## config.mk

```make
export PLATFORM = sky130hd
export DESIGN_NAME = csf_core
export DESIGN_NICKNAME = d
export VERILOG_FILES = /design/src/verilog/csf_pkg.sv /design/src/verilog/csf_core.sv
export SDC_FILE = /design/constraint.sdc
export NUM_CORES = 2
export LEC_CHECK = 0
export BUFFER_PORTS_ARGS = -buffer_cell sky130_fd_sc_hd__buf_2
export CORE_ASPECT_RATIO = 1.25
export CORE_MARGIN = 1.5
export CORE_UTILIZATION = 30
export CTS_CLUSTER_DIAMETER = 60
export CTS_CLUSTER_SIZE = 28
export DETAILED_ROUTE_END_ITERATION = 6
export SKIP_LAST_GASP = 1
export SYNTH_ARGS = -nofsm -noshare
export SYNTH_HDL_FRONTEND = slang
export SYNTH_SLANG_ARGS = --single-unit
```

## constraint.sdc

```tcl
create_clock -name clk_i -period 34.9 [get_ports clk_i]
set_input_delay 1.745 -clock clk_i [delete_from_list [all_inputs] [get_ports clk_i]]
set_output_delay 1.745 -clock clk_i [all_outputs]
set_load 0.03 [all_outputs]
```

## src/verilog/csf_pkg.sv

```systemverilog
/*
  Constants for the charge-state flag and gauging configuration block:
  register offsets, field positions, reset values and numeric formats.
  Assumes a classic Wishbone slave with 32-bit data and byte addresses.
*/
// Functional notes
// - Full flag sets at percent >= set level.
// - Full flag clears at percent <= clear level.
// - Full flag sets at voltage >= set threshold.
// - Full flag clears at voltage <= clear threshold.
// - Empty flag sets at percent <= set level.
// - Empty flag sets at voltage <= set threshold.
// - Empty flag clears at voltage >= clear threshold.
// - Flag configuration byte resets to 8C.
// - Learning discharge valid only while full flag set; the code checks the flag at discharge start only.
// - Learned capacity capped at design capacity.
// - Fixed or dynamic lowest threshold when compensated.
// - Charger type selects learning optimisation.
// - Compensation bit selects stored or computed thresholds.
// - Sync remaining to full capacity on termination.
// - Cycle basis: design or full capacity.
// - Per-cycle amount floored at minimum threshold.
// - Below low temperature: inhibit charge, set flag.
// - Release inhibit above low temperature plus hysteresis.
// - Hysteresis defaults to five degrees.
// - Overload current halts end-of-discharge detection.
// - Uncompensated: three stored voltages are thresholds.
// - Learning needs temperature above minimum throughout.
package csf_pkg;
  // ==========================================================
  // Register byte offsets.
  localparam logic [7:0] OFS_FLAG_CFG   = 8'h00;
  localparam logic [7:0] OFS_GAUGE_CFG  = 8'h04;
  localparam logic [7:0] OFS_PCT_THR    = 8'h08;
  localparam logic [7:0] OFS_VFULL_THR  = 8'h0C;
  localparam logic [7:0] OFS_VEMPTY_THR = 8'h10;
  localparam logic [7:0] OFS_FIXED_01   = 8'h14;
  localparam logic [7:0] OFS_FIXED_2    = 8'h18;
  localparam logic [7:0] OFS_TEMP_CFG   = 8'h1C;
  localparam logic [7:0] OFS_CAP_CFG    = 8'h20;
  localparam logic [7:0] OFS_CYCLE_CFG  = 8'h24;
  localparam logic [7:0] OFS_STATUS     = 8'h28;
  localparam logic [7:0] OFS_CYCLE_CNT  = 8'h2C;
  // ==========================================================
  // Flag configuration bit positions.
  localparam int B_EMPTY_SET_V    = 0;
  localparam int B_EMPTY_CLR_V    = 1;
  localparam int B_EMPTY_SET_PCT  = 2;
  localparam int B_EMPTY_CLR_PCT  = 3;
  localparam int B_FULL_SET_V     = 4;
  localparam int B_FULL_CLR_V     = 5;
  localparam int B_FULL_SET_PCT   = 6;
  localparam int B_FULL_CLR_PCT   = 7;
  localparam logic [7:0] FLAG_CFG_RST = 8'h8C;
  // Gauging configuration bit positions.
  localparam int B_CYCLE_BASIS    = 0;
  localparam int B_REMAIN_SYNC    = 1;
  localparam int B_THR_COMP       = 3;
  localparam int B_CHARGER_TYPE   = 4;
  localparam int B_FIXED_LOWEST   = 5;
  localparam int B_CAP_LIMIT      = 8;
  localparam int B_NEEDS_FULL     = 10;
  localparam int B_SKIP_SELF_DSG  = 11;
  localparam int B_SMOOTHING      = 12;
  localparam logic [15:0] GAUGE_CFG_RST  = 16'h182A;
  localparam logic [15:0] GAUGE_CFG_MASK = 16'h1D3B;
  // ==========================================================
  // Threshold reset values; temperatures in signed 0.1 degC.
  localparam logic [7:0]  FULL_SET_PCT_RST   = 8'h64;
  localparam logic [7:0]  FULL_CLR_PCT_RST   = 8'h5F;
  localparam logic [7:0]  EMPTY_SET_PCT_RST  = 8'h00;
  localparam logic [7:0]  EMPTY_CLR_PCT_RST  = 8'h05;
  localparam logic [15:0] VOLT_RST           = 16'h0000;
  localparam logic [15:0] INH_LOW_TEMP_RST   = 16'h0000;
  localparam logic [15:0] TEMP_HYS_RST       = 16'h0032;
  localparam logic [15:0] LEARN_TEMP_RST     = 16'h0000;
  localparam logic [15:0] OVERLOAD_RST       = 16'hFFFF;
  localparam logic [15:0] DESIGN_CAP_RST     = 16'h0BB8;
  localparam logic [15:0] CYCLE_PCT_RST      = 16'h005A;
  localparam logic [15:0] CYCLE_MIN_RST      = 16'h0064;
endpackage
```

## src/verilog/csf_core.sv

```systemverilog
/*
  Charge-state flag decisions, gauging option decode, cycle counting and
  low-temperature charge inhibit, with a classic Wishbone register slave.
  Assumes measurements arrive synchronous to clk_i; a new sample is
  flagged by meas_valid_i, and discharge charge as dsg_delta_i pulses.
*/
// The Wishbone register port and the address map were decided locally.
`timescale 1ns/1ps
module csf_core
  import csf_pkg::*;
(
  input  wire logic        clk_i,
  input  wire logic        rst_i,
  input  wire logic        wb_cyc_i,
  input  wire logic        wb_stb_i,
  input  wire logic        wb_we_i,
  input  wire logic [7:0]  wb_adr_i,
  input  wire logic [3:0]  wb_sel_i,
  input  wire logic [31:0] wb_dat_i,
  output logic      [31:0] wb_dat_o,
  output logic             wb_ack_o,
  input  wire logic        meas_valid_i,
  input  wire logic [7:0]  relative_charge_pct_i,
  input  wire logic [15:0] voltage_i,
  input  wire logic [15:0] temperature_i,
  input  wire logic [15:0] dsg_current_i,
  input  wire logic [15:0] dsg_delta_i,
  input  wire logic [15:0] full_cap_i,
  input  wire logic [15:0] learned_cap_i,
  input  wire logic        dsg_start_i,
  input  wire logic        charge_term_i,
  input  wire logic [15:0] stored_cycle_i,
  output logic             full_charged_flag_o,
  output logic             fully_discharged_flag_o,
  output logic             charge_inhibit_flag_o,
  output logic             valid_discharge_qual_o,
  output logic             eod_detect_en_o,
  output logic             threshold_comp_sel_o,
  output logic             fixed_lowest_threshold_sel_o,
  output logic             charger_type_sel_o,
  output logic             smoothing_mode_bit_o,
  output logic             skip_self_discharge_o,
  output logic [15:0]      end_discharge_thr_zero_o,
  output logic [15:0]      end_discharge_thr_one_o,
  output logic [15:0]      end_discharge_thr_two_o,
  output logic [15:0]      learned_cap_o,
  output logic             remaining_sync_o,
  output logic [15:0]      cycle_count_o,
  output logic             cycle_store_o
);
  // ==========================================================
  // Register file.
  logic [7:0]  flag_cfg_q;
  logic [15:0] gauge_cfg_q;
  logic [31:0] pct_thr_q, vfull_q, vempty_q, fixed01_q, temp_cfg_q, cap_cfg_q, cyc_cfg_q;
  logic [15:0] fixed2_q;
  logic        full_q, empty_q, inh_q, vdq_q, ack_q;
  logic [15:0] cyc_cnt_q;
  logic [31:0] dsg_acc_q;
  logic        init_q;

  // Merges written byte lanes into an old register word.
  function automatic logic [31:0] merge(input logic [31:0] old, input logic [31:0] wd,
                                        input logic [3:0] sel);
    logic [31:0] r;
    r = old;
    for (int i = 0; i < 4; i++) begin
      if (sel[i]) begin
        r[i*8 +: 8] = wd[i*8 +: 8];
      end
    end
    return r;
  endfunction

  // A write lands at the edge at which the master samples ack, so a
  // request withdrawn before its answer never changes a register.
  logic wr_req;
  assign wr_req = wb_cyc_i && wb_stb_i && wb_we_i && ack_q;

  // The slave answers one cycle after the request and drops ack the next cycle.
  always_ff @(posedge clk_i) begin
    if (rst_i) begin
      ack_q <= 1'b0;
    end else begin
      ack_q <= wb_cyc_i && wb_stb_i && !ack_q;
    end
  end
  assign wb_ack_o = ack_q;

  // Register writes; a byte lane whose select is low keeps its old value.
  always_ff @(posedge clk_i) begin
    if (rst_i) begin
      flag_cfg_q  <= FLAG_CFG_RST;
      gauge_cfg_q <= GAUGE_CFG_RST;
      pct_thr_q   <= {EMPTY_CLR_PCT_RST, EMPTY_SET_PCT_RST, FULL_CLR_PCT_RST, FULL_SET_PCT_RST};
      vfull_q     <= {VOLT_RST, VOLT_RST};
      vempty_q    <= {VOLT_RST, VOLT_RST};
      fixed01_q   <= {VOLT_RST, VOLT_RST};
      fixed2_q    <= VOLT_RST;
      temp_cfg_q  <= {TEMP_HYS_RST, INH_LOW_TEMP_RST};
      cap_cfg_q   <= {OVERLOAD_RST, LEARN_TEMP_RST};
      cyc_cfg_q   <= {CYCLE_MIN_RST, CYCLE_PCT_RST};
    end else if (wr_req) begin
      case (wb_adr_i)
        OFS_FLAG_CFG:   flag_cfg_q  <= wb_sel_i[0] ? wb_dat_i[7:0] : flag_cfg_q;
        OFS_GAUGE_CFG:  gauge_cfg_q <= 16'(merge({16'h0000, gauge_cfg_q}, wb_dat_i, wb_sel_i))
                                       & GAUGE_CFG_MASK;
        OFS_PCT_THR:    pct_thr_q   <= merge(pct_thr_q, wb_dat_i, wb_sel_i);
        OFS_VFULL_THR:  vfull_q     <= merge(vfull_q, wb_dat_i, wb_sel_i);
        OFS_VEMPTY_THR: vempty_q    <= merge(vempty_q, wb_dat_i, wb_sel_i);
        OFS_FIXED_01:   fixed01_q   <= merge(fixed01_q, wb_dat_i, wb_sel_i);
        OFS_FIXED_2:    fixed2_q    <= 16'(merge({16'h0000, fixed2_q}, wb_dat_i, wb_sel_i));
        OFS_TEMP_CFG:   temp_cfg_q  <= merge(temp_cfg_q, wb_dat_i, wb_sel_i);
        OFS_CAP_CFG:    cap_cfg_q   <= merge(cap_cfg_q, wb_dat_i, wb_sel_i);
        OFS_CYCLE_CFG:  cyc_cfg_q   <= merge(cyc_cfg_q, wb_dat_i, wb_sel_i);
        default: ;
      endcase
    end
  end

  // Read data is registered; unmapped addresses read as zero.
  always_ff @(posedge clk_i) begin
    if (rst_i) begin
      wb_dat_o <= 32'h0000_0000;
    end else begin
      case (wb_adr_i)
        OFS_FLAG_CFG:   wb_dat_o <= {24'h000000, flag_cfg_q};
        OFS_GAUGE_CFG:  wb_dat_o <= {16'h0000, gauge_cfg_q};
        OFS_PCT_THR:    wb_dat_o <= pct_thr_q;
        OFS_VFULL_THR:  wb_dat_o <= vfull_q;
        OFS_VEMPTY_THR: wb_dat_o <= vempty_q;
        OFS_FIXED_01:   wb_dat_o <= fixed01_q;
        OFS_FIXED_2:    wb_dat_o <= {16'h0000, fixed2_q};
        OFS_TEMP_CFG:   wb_dat_o <= temp_cfg_q;
        OFS_CAP_CFG:    wb_dat_o <= cap_cfg_q;
        OFS_CYCLE_CFG:  wb_dat_o <= cyc_cfg_q;
        OFS_STATUS:     wb_dat_o <= {28'h0000000, vdq_q, inh_q, empty_q, full_q};
        OFS_CYCLE_CNT:  wb_dat_o <= {16'h0000, cyc_cnt_q};
        default:        wb_dat_o <= 32'h0000_0000;
      endcase
    end
  end

  // ==========================================================
  // Flag decisions, taken on each measurement sample.
  // All compares are unsigned; percent and voltage never go negative.
  logic full_set, full_clr, empty_set, empty_clr;
  always_comb begin
    full_set  = (flag_cfg_q[B_FULL_SET_PCT] && relative_charge_pct_i >= pct_thr_q[7:0])
             || (flag_cfg_q[B_FULL_SET_V] && voltage_i >= vfull_q[15:0]);
    full_clr  = (flag_cfg_q[B_FULL_CLR_PCT] && relative_charge_pct_i <= pct_thr_q[15:8])
             || (flag_cfg_q[B_FULL_CLR_V] && voltage_i <= vfull_q[31:16]);
    empty_set = (flag_cfg_q[B_EMPTY_SET_PCT] && relative_charge_pct_i <= pct_thr_q[23:16])
             || (flag_cfg_q[B_EMPTY_SET_V] && voltage_i <= vempty_q[15:0]);
    empty_clr = (flag_cfg_q[B_EMPTY_CLR_PCT] && relative_charge_pct_i >= pct_thr_q[31:24])
             || (flag_cfg_q[B_EMPTY_CLR_V] && voltage_i >= vempty_q[31:16]);
  end

  // A set condition wins over a clear met in the same sample, so an
  // overlapping threshold setup cannot hide the event.
  always_ff @(posedge clk_i) begin
    if (rst_i) begin
      full_q  <= 1'b0;
      empty_q <= 1'b0;
    end else if (meas_valid_i) begin
      if (full_set) begin
        full_q <= 1'b1;
      end else if (full_clr) begin
        full_q <= 1'b0;
      end
      if (empty_set) begin
        empty_q <= 1'b1;
      end else if (empty_clr) begin
        empty_q <= 1'b0;
      end
    end
  end

  // ==========================================================
  // Low-temperature charge inhibit with hysteresis, signed compare.
  // The limit plus hysteresis sum is 16 bits wide and wraps near the
  // top of the range; keep the pair well inside it.
  always_ff @(posedge clk_i) begin
    if (rst_i) begin
      inh_q <= 1'b0;
    end else if (meas_valid_i) begin
      if ($signed(temperature_i) < $signed(temp_cfg_q[15:0])) begin
        inh_q <= 1'b1;
      end else if ($signed(temperature_i) >
                   $signed(temp_cfg_q[15:0]) + $signed(temp_cfg_q[31:16])) begin
        inh_q <= 1'b0;
      end
    end
  end

  // ==========================================================
  // Learning qualification: opened at discharge start when warm, unless the full flag
  // is required and absent, and lost if the temperature dips.
  logic cold;
  assign cold = $signed(temperature_i) <= $signed(cap_cfg_q[15:0]);
  always_ff @(posedge clk_i) begin
    if (rst_i) begin
      vdq_q <= 1'b0;
    end else if (dsg_start_i) begin
      vdq_q <= !cold && (!gauge_cfg_q[B_NEEDS_FULL] || full_q);
    end else if (meas_valid_i && cold) begin
      vdq_q <= 1'b0;
    end
  end

  // ==========================================================
  // Cycle counting; the count loads once from storage after reset.
  // Limitation: a zero floor with a zero per-cent product counts a cycle
  // on every clock, so software must keep the floor above zero.
  logic [31:0] basis_prod, per_cycle;
  logic [15:0] basis_cap;
  always_comb begin
    basis_cap  = gauge_cfg_q[B_CYCLE_BASIS] ? full_cap_i : cap_cfg_q[31:16];
    basis_prod = (basis_cap * cyc_cfg_q[15:0]) / 32'd100;
    per_cycle  = (basis_prod < {16'h0000, cyc_cfg_q[31:16]}) ?
                 {16'h0000, cyc_cfg_q[31:16]} : basis_prod;
  end
  // Design capacity shares the learning-temperature word's upper half.
  logic [31:0] acc_next;
  assign acc_next = dsg_acc_q + {16'h0000, dsg_delta_i};
  always_ff @(posedge clk_i) begin
    if (rst_i) begin
      init_q        <= 1'b1;
      cyc_cnt_q     <= 16'h0000;
      dsg_acc_q     <= 32'h0000_0000;
      cycle_store_o <= 1'b0;
    end else begin
      init_q        <= 1'b0;
      cycle_store_o <= 1'b0;
      if (init_q) begin
        cyc_cnt_q <= stored_cycle_i;
      end else if (acc_next >= per_cycle) begin
        dsg_acc_q     <= acc_next - per_cycle;
        cyc_cnt_q     <= cyc_cnt_q + 16'h0001;
        cycle_store_o <= 1'b1;
      end else begin
        dsg_acc_q <= acc_next;
      end
    end
  end

  // ==========================================================
  // Option decode and threshold selection.
  // Design capacity is the upper half of the capacity word, so the learned
  // cap and the cycle basis agree while B_CYCLE_BASIS is clear; it doubles as the overload limit.
  always_comb begin
    threshold_comp_sel_o         = gauge_cfg_q[B_THR_COMP];
    fixed_lowest_threshold_sel_o = gauge_cfg_q[B_THR_COMP] &&
                                   gauge_cfg_q[B_FIXED_LOWEST];
    charger_type_sel_o           = gauge_cfg_q[B_CHARGER_TYPE];
    smoothing_mode_bit_o         = gauge_cfg_q[B_SMOOTHING];
    skip_self_discharge_o        = gauge_cfg_q[B_SKIP_SELF_DSG];
    end_discharge_thr_zero_o     = fixed01_q[15:0];
    end_discharge_thr_one_o      = fixed01_q[31:16];
    end_discharge_thr_two_o      = fixed2_q;
    eod_detect_en_o              = dsg_current_i <= cap_cfg_q[31:16];
    learned_cap_o                = (gauge_cfg_q[B_CAP_LIMIT] &&
                                    learned_cap_i > cap_cfg_q[31:16] ) ?
                                   cap_cfg_q[31:16] : learned_cap_i;
    remaining_sync_o             = charge_term_i && gauge_cfg_q[B_REMAIN_SYNC];
  end

  assign full_charged_flag_o     = full_q;
  assign fully_discharged_flag_o = empty_q;
  assign charge_inhibit_flag_o   = inh_q;
  assign valid_discharge_qual_o  = vdq_q;
  assign cycle_count_o           = cyc_cnt_q;
endmodule

```

==> flow_metrics.py <==
metrics = {
    "global_routing": {
        "met1_usage_pct": 28.0,
        "use_met3_pct": 3.09,
        "grt-ovfl-total": 0,
        "grtUsageTotal_pct": 22.6,
        "grt_antenna_before_repair": 18,
        "grt_pass1_wl_mm": 214,
        "grt_max_degree": 100,
        "grt_busiest_layer": "met2",
        "grt_pass1_vias": 34800,
        "use_met2_pct": 37.9,
    },
    "routing": {
        "initialDrtViolationCount": 3814,
        "num_vias": 35900,
        "viasPerCell": 5.55,
        "drc": 0,
        "wl_per_cell_um": 22.1,
        "final_antenna_net_count": 0,
        "wirelength_mm": 143,
        "first_pass_iters": 6,
    },
    "placement": {
        "gp_congestion": 0.969,
        "post-place-ws_ns": 1.72,
        "dp_hpwl_mm": 114,
        "io_buffers": 296,
    },
    "clocking": {
        "cts_resized": 0,
        "cts_hold_buffers": 0,
        "worstSkewPairLatency_ns": 0.61,
        "cts_buffer_depth": 3,
        "cts-root-buf": "clkbuf_16",
        "cts_tree": "yes",
        "cts_setup_buffers": 0,
        "numCtsBuffers": 23,
        "cts.clk_slew.worst_paths_ns": 0.10,
        "clock-sinks": 344,
        "htreeDepth": 1,
    },
    "setup_path": {
        "critPathBufInv": 8,
        "path_class": "primary input to flop",
        "crit_family": "compound AO/OA/AOI/OAI gates",
        "crit_slowest_cell": "o211ai_1",
        "cp-end-kind": "flop",
        "path_max_fanout": 16,
        "timing.critical_path.mode_cell": "a21oi_1",
        "r2r_start": "cap_cfg_q[20]",
        "critPathMaxStageDelay_ns": 0.80,
        "worstSetupStartpoint": "full_cap_i[5]",
        "required_ns": 35.41,
        "critPathArrivalTime_ns": 32.90,
        "crit_path_start_kind": "primary input",
    },
    "floorplanning": {
        "start_util_pct": 30.3,
        "die_w_um": 314,
        "ios": 297,
        "die_h_um": 392,
        "core_um2": 120000,
        "num_rows": 142,
        "die_area_um2": 123000,
    },
    "finish": {
        "final_layout_size_suffix_gt1_share_pct": 10.9,
        "area_growth_pct": 10.9,
        "layout.nets": 5588,
    },
    "timing": {
        "relSlewSlack_pct": 18.4,
        "finClkSkew_ns": 0.0418,
        "slew_viol_final": 0,
        "fin_setup_tns_ns": 0,
        "fmaxAchievable_mhz": 30.9,
        "fin_crit_ns": 32.38,
        "layout_setup_ws_ns": 2.52,
        "rsz0062_at_grt": "false",
        "setup_viol": 0,
        "max_slew.worst_pin.slew_ns": 1.22,
        "hold_viol_final": 0,
        "layout_worst_path_cycle_share_pct": 92.8,
    },
    "synthesis": {
        "synth-edff-count": 0,
        "synthCells": 4712,
        "synth_top_area_cell": "dfxtp_1",
        "synth_top_area_share_pct": 18.9,
        "yosys_warnings": 0,
        "synth_ff_type": "dfxtp_1",
        "netlist_area_um2": 36300,
        "synthArstFlopShare_pct": 0,
        "synth.top_cells.by_area": "dfxtp_1 (19%), ha_1 (12%), fa_1 (11%)",
        "ys_types": 116,
        "synth_nets": 5433,
        "ys_seq_area_share_pct": 18.9,
        "ys_ff_latch": 344,
        "postSynthAreaPerCell_um2": 7.71,
    },
    "run": {
        "cap_violations": 0,
    },
    "power": {
        "peakVddDrop_mv": 0.124,
        "powerDensity_nw_per_um2": 64.5,
        "power.leakage_nw": 16.9,
    },
    "run_status": {
        "status": "finished, final reports clean",
    },
    "hold_path": {
        "hp-start": "cap_cfg_q[3]",
        "hold_path.class": "flop to flop",
    },
}
## tightest hold or removal path: stages (launching register included)
cell and delay, ns:
dfxtp_1 0.32, nand2_1 0.05, a21oi_1 0.05
## cells by family (layout without fill, tap and decap cells)
group	Yosys count	after routing	share of synthesized area (%)
simple gates	1708	1708	22.6
compound gates	1207	1207	22.1
buf+inv	660	830	7.04
fa+ha+maj	549	549	23.0
flops	344	344	18.9
xor+xnor	163	163	3.99
mux	81	81	2.34
other cells	0	4	0
## per-stage QoR
stage                     cell area [µm²]  total power, mW  hold slack (ns)  util [%]  instances
after global placement              39400             2.27            0.441      32.8       6426
after detailed placement            39400             2.26            0.447      32.8       6426
final                               40300             2.60            0.461      33.5       6470
after CTS                           40300             2.59            0.461      33.5       6466
after floorplan                     36300             1.87            0.436         -       4712
after global routing                40300             2.84            0.485      33.5       6466
## worst paths after layout
kind / end / slack (ns) / depth (start not counted)
min reg2reg: cap_cfg_q[3] / 0.46 / 2
max reg2reg: dsg_acc_q[27] / 2.86 / 113
min: cap_cfg_q[3] / 0.46 / 2
max: dsg_acc_q[27] / 2.52 / 115
## where the power goes
part / internal (mW) / switching [mW]
logic: 0.748 / 1.11
registers: 0.409 / 0.0150
clock network: 0.137 / 0.181
total: 1.29 / 1.30
## cells in the final DEF, fill, tap and decap left out, types with 24 or more instances in the layout
cell	n
o21ai_0	162
nand3b_1	47
dfxtp_1	343
inv_1	418
xor2_1	51
a31oi_1	53
nor2_1	203
a21o_1	57
o21ai_1	35
buf_4	67
nand2_1	730
nor2b_1	89
nor3_1	75
nand4_1	53
fa_1	197
a22oi_1	52
a22o_1	31
a21oi_1	433
nand2b_1	63
a221oi_1	38
mux2i_1	56
ha_1	352
and2_1	136
o21a_1	32
buf_2	295
o211ai_1	36
a211oi_1	24
nand3_1	171
xnor2_1	108
## routing by layer
metal	part of all wire [%]	vias to the layer above	wire, µm
met5	0.069	-	98
met4	5.8	14	8240
met3	7.5	319	10700
met2	46	1588	66300
met1	40	17300	57300
li1	-	16800	-
## flip-flops by register name, indices dropped and copies added, names as in the netlist, 8 cells and up
signal / cells
dsg_acc_q: 32
wb_dat_o: 32
cycle_count_o: 16
cap_cfg_q: 32
vempty_q: 32
end_discharge_thr_two_o: 16
temp_cfg_q: 32
flag_cfg_q: 8
vfull_q: 32
pct_thr_q: 32
gauge_cfg_q: 9
fixed01_q: 32
cyc_cfg_q: 32
## area by class of cell
type,count,area (µm²)
antenna,4,10.0
clock buffer,24,589
clock inverter,16,254
fill,12900,79800
inverter,427,1610
multi-input combinational,3708,27000
sequential,344,6890
tap,1584,1980
timing repair buffer,363,1990
## synthesized netlist by cell type, drive strengths merged (53+ instances only)
library cell	n
nand3	171
mux2i	56
nand2	731
ha	352
dfxtp	344
a21o	57
buf	54
nand4	53
xnor2	111
o21ai	203
nor2	219
nor3	77
nand2b	63
fa	197
and2	136
clkbuf	179
inv	427
a21oi	437
a31oi	54
nor2b	89
Note: power is estimated with default switching activity, not from simulation.
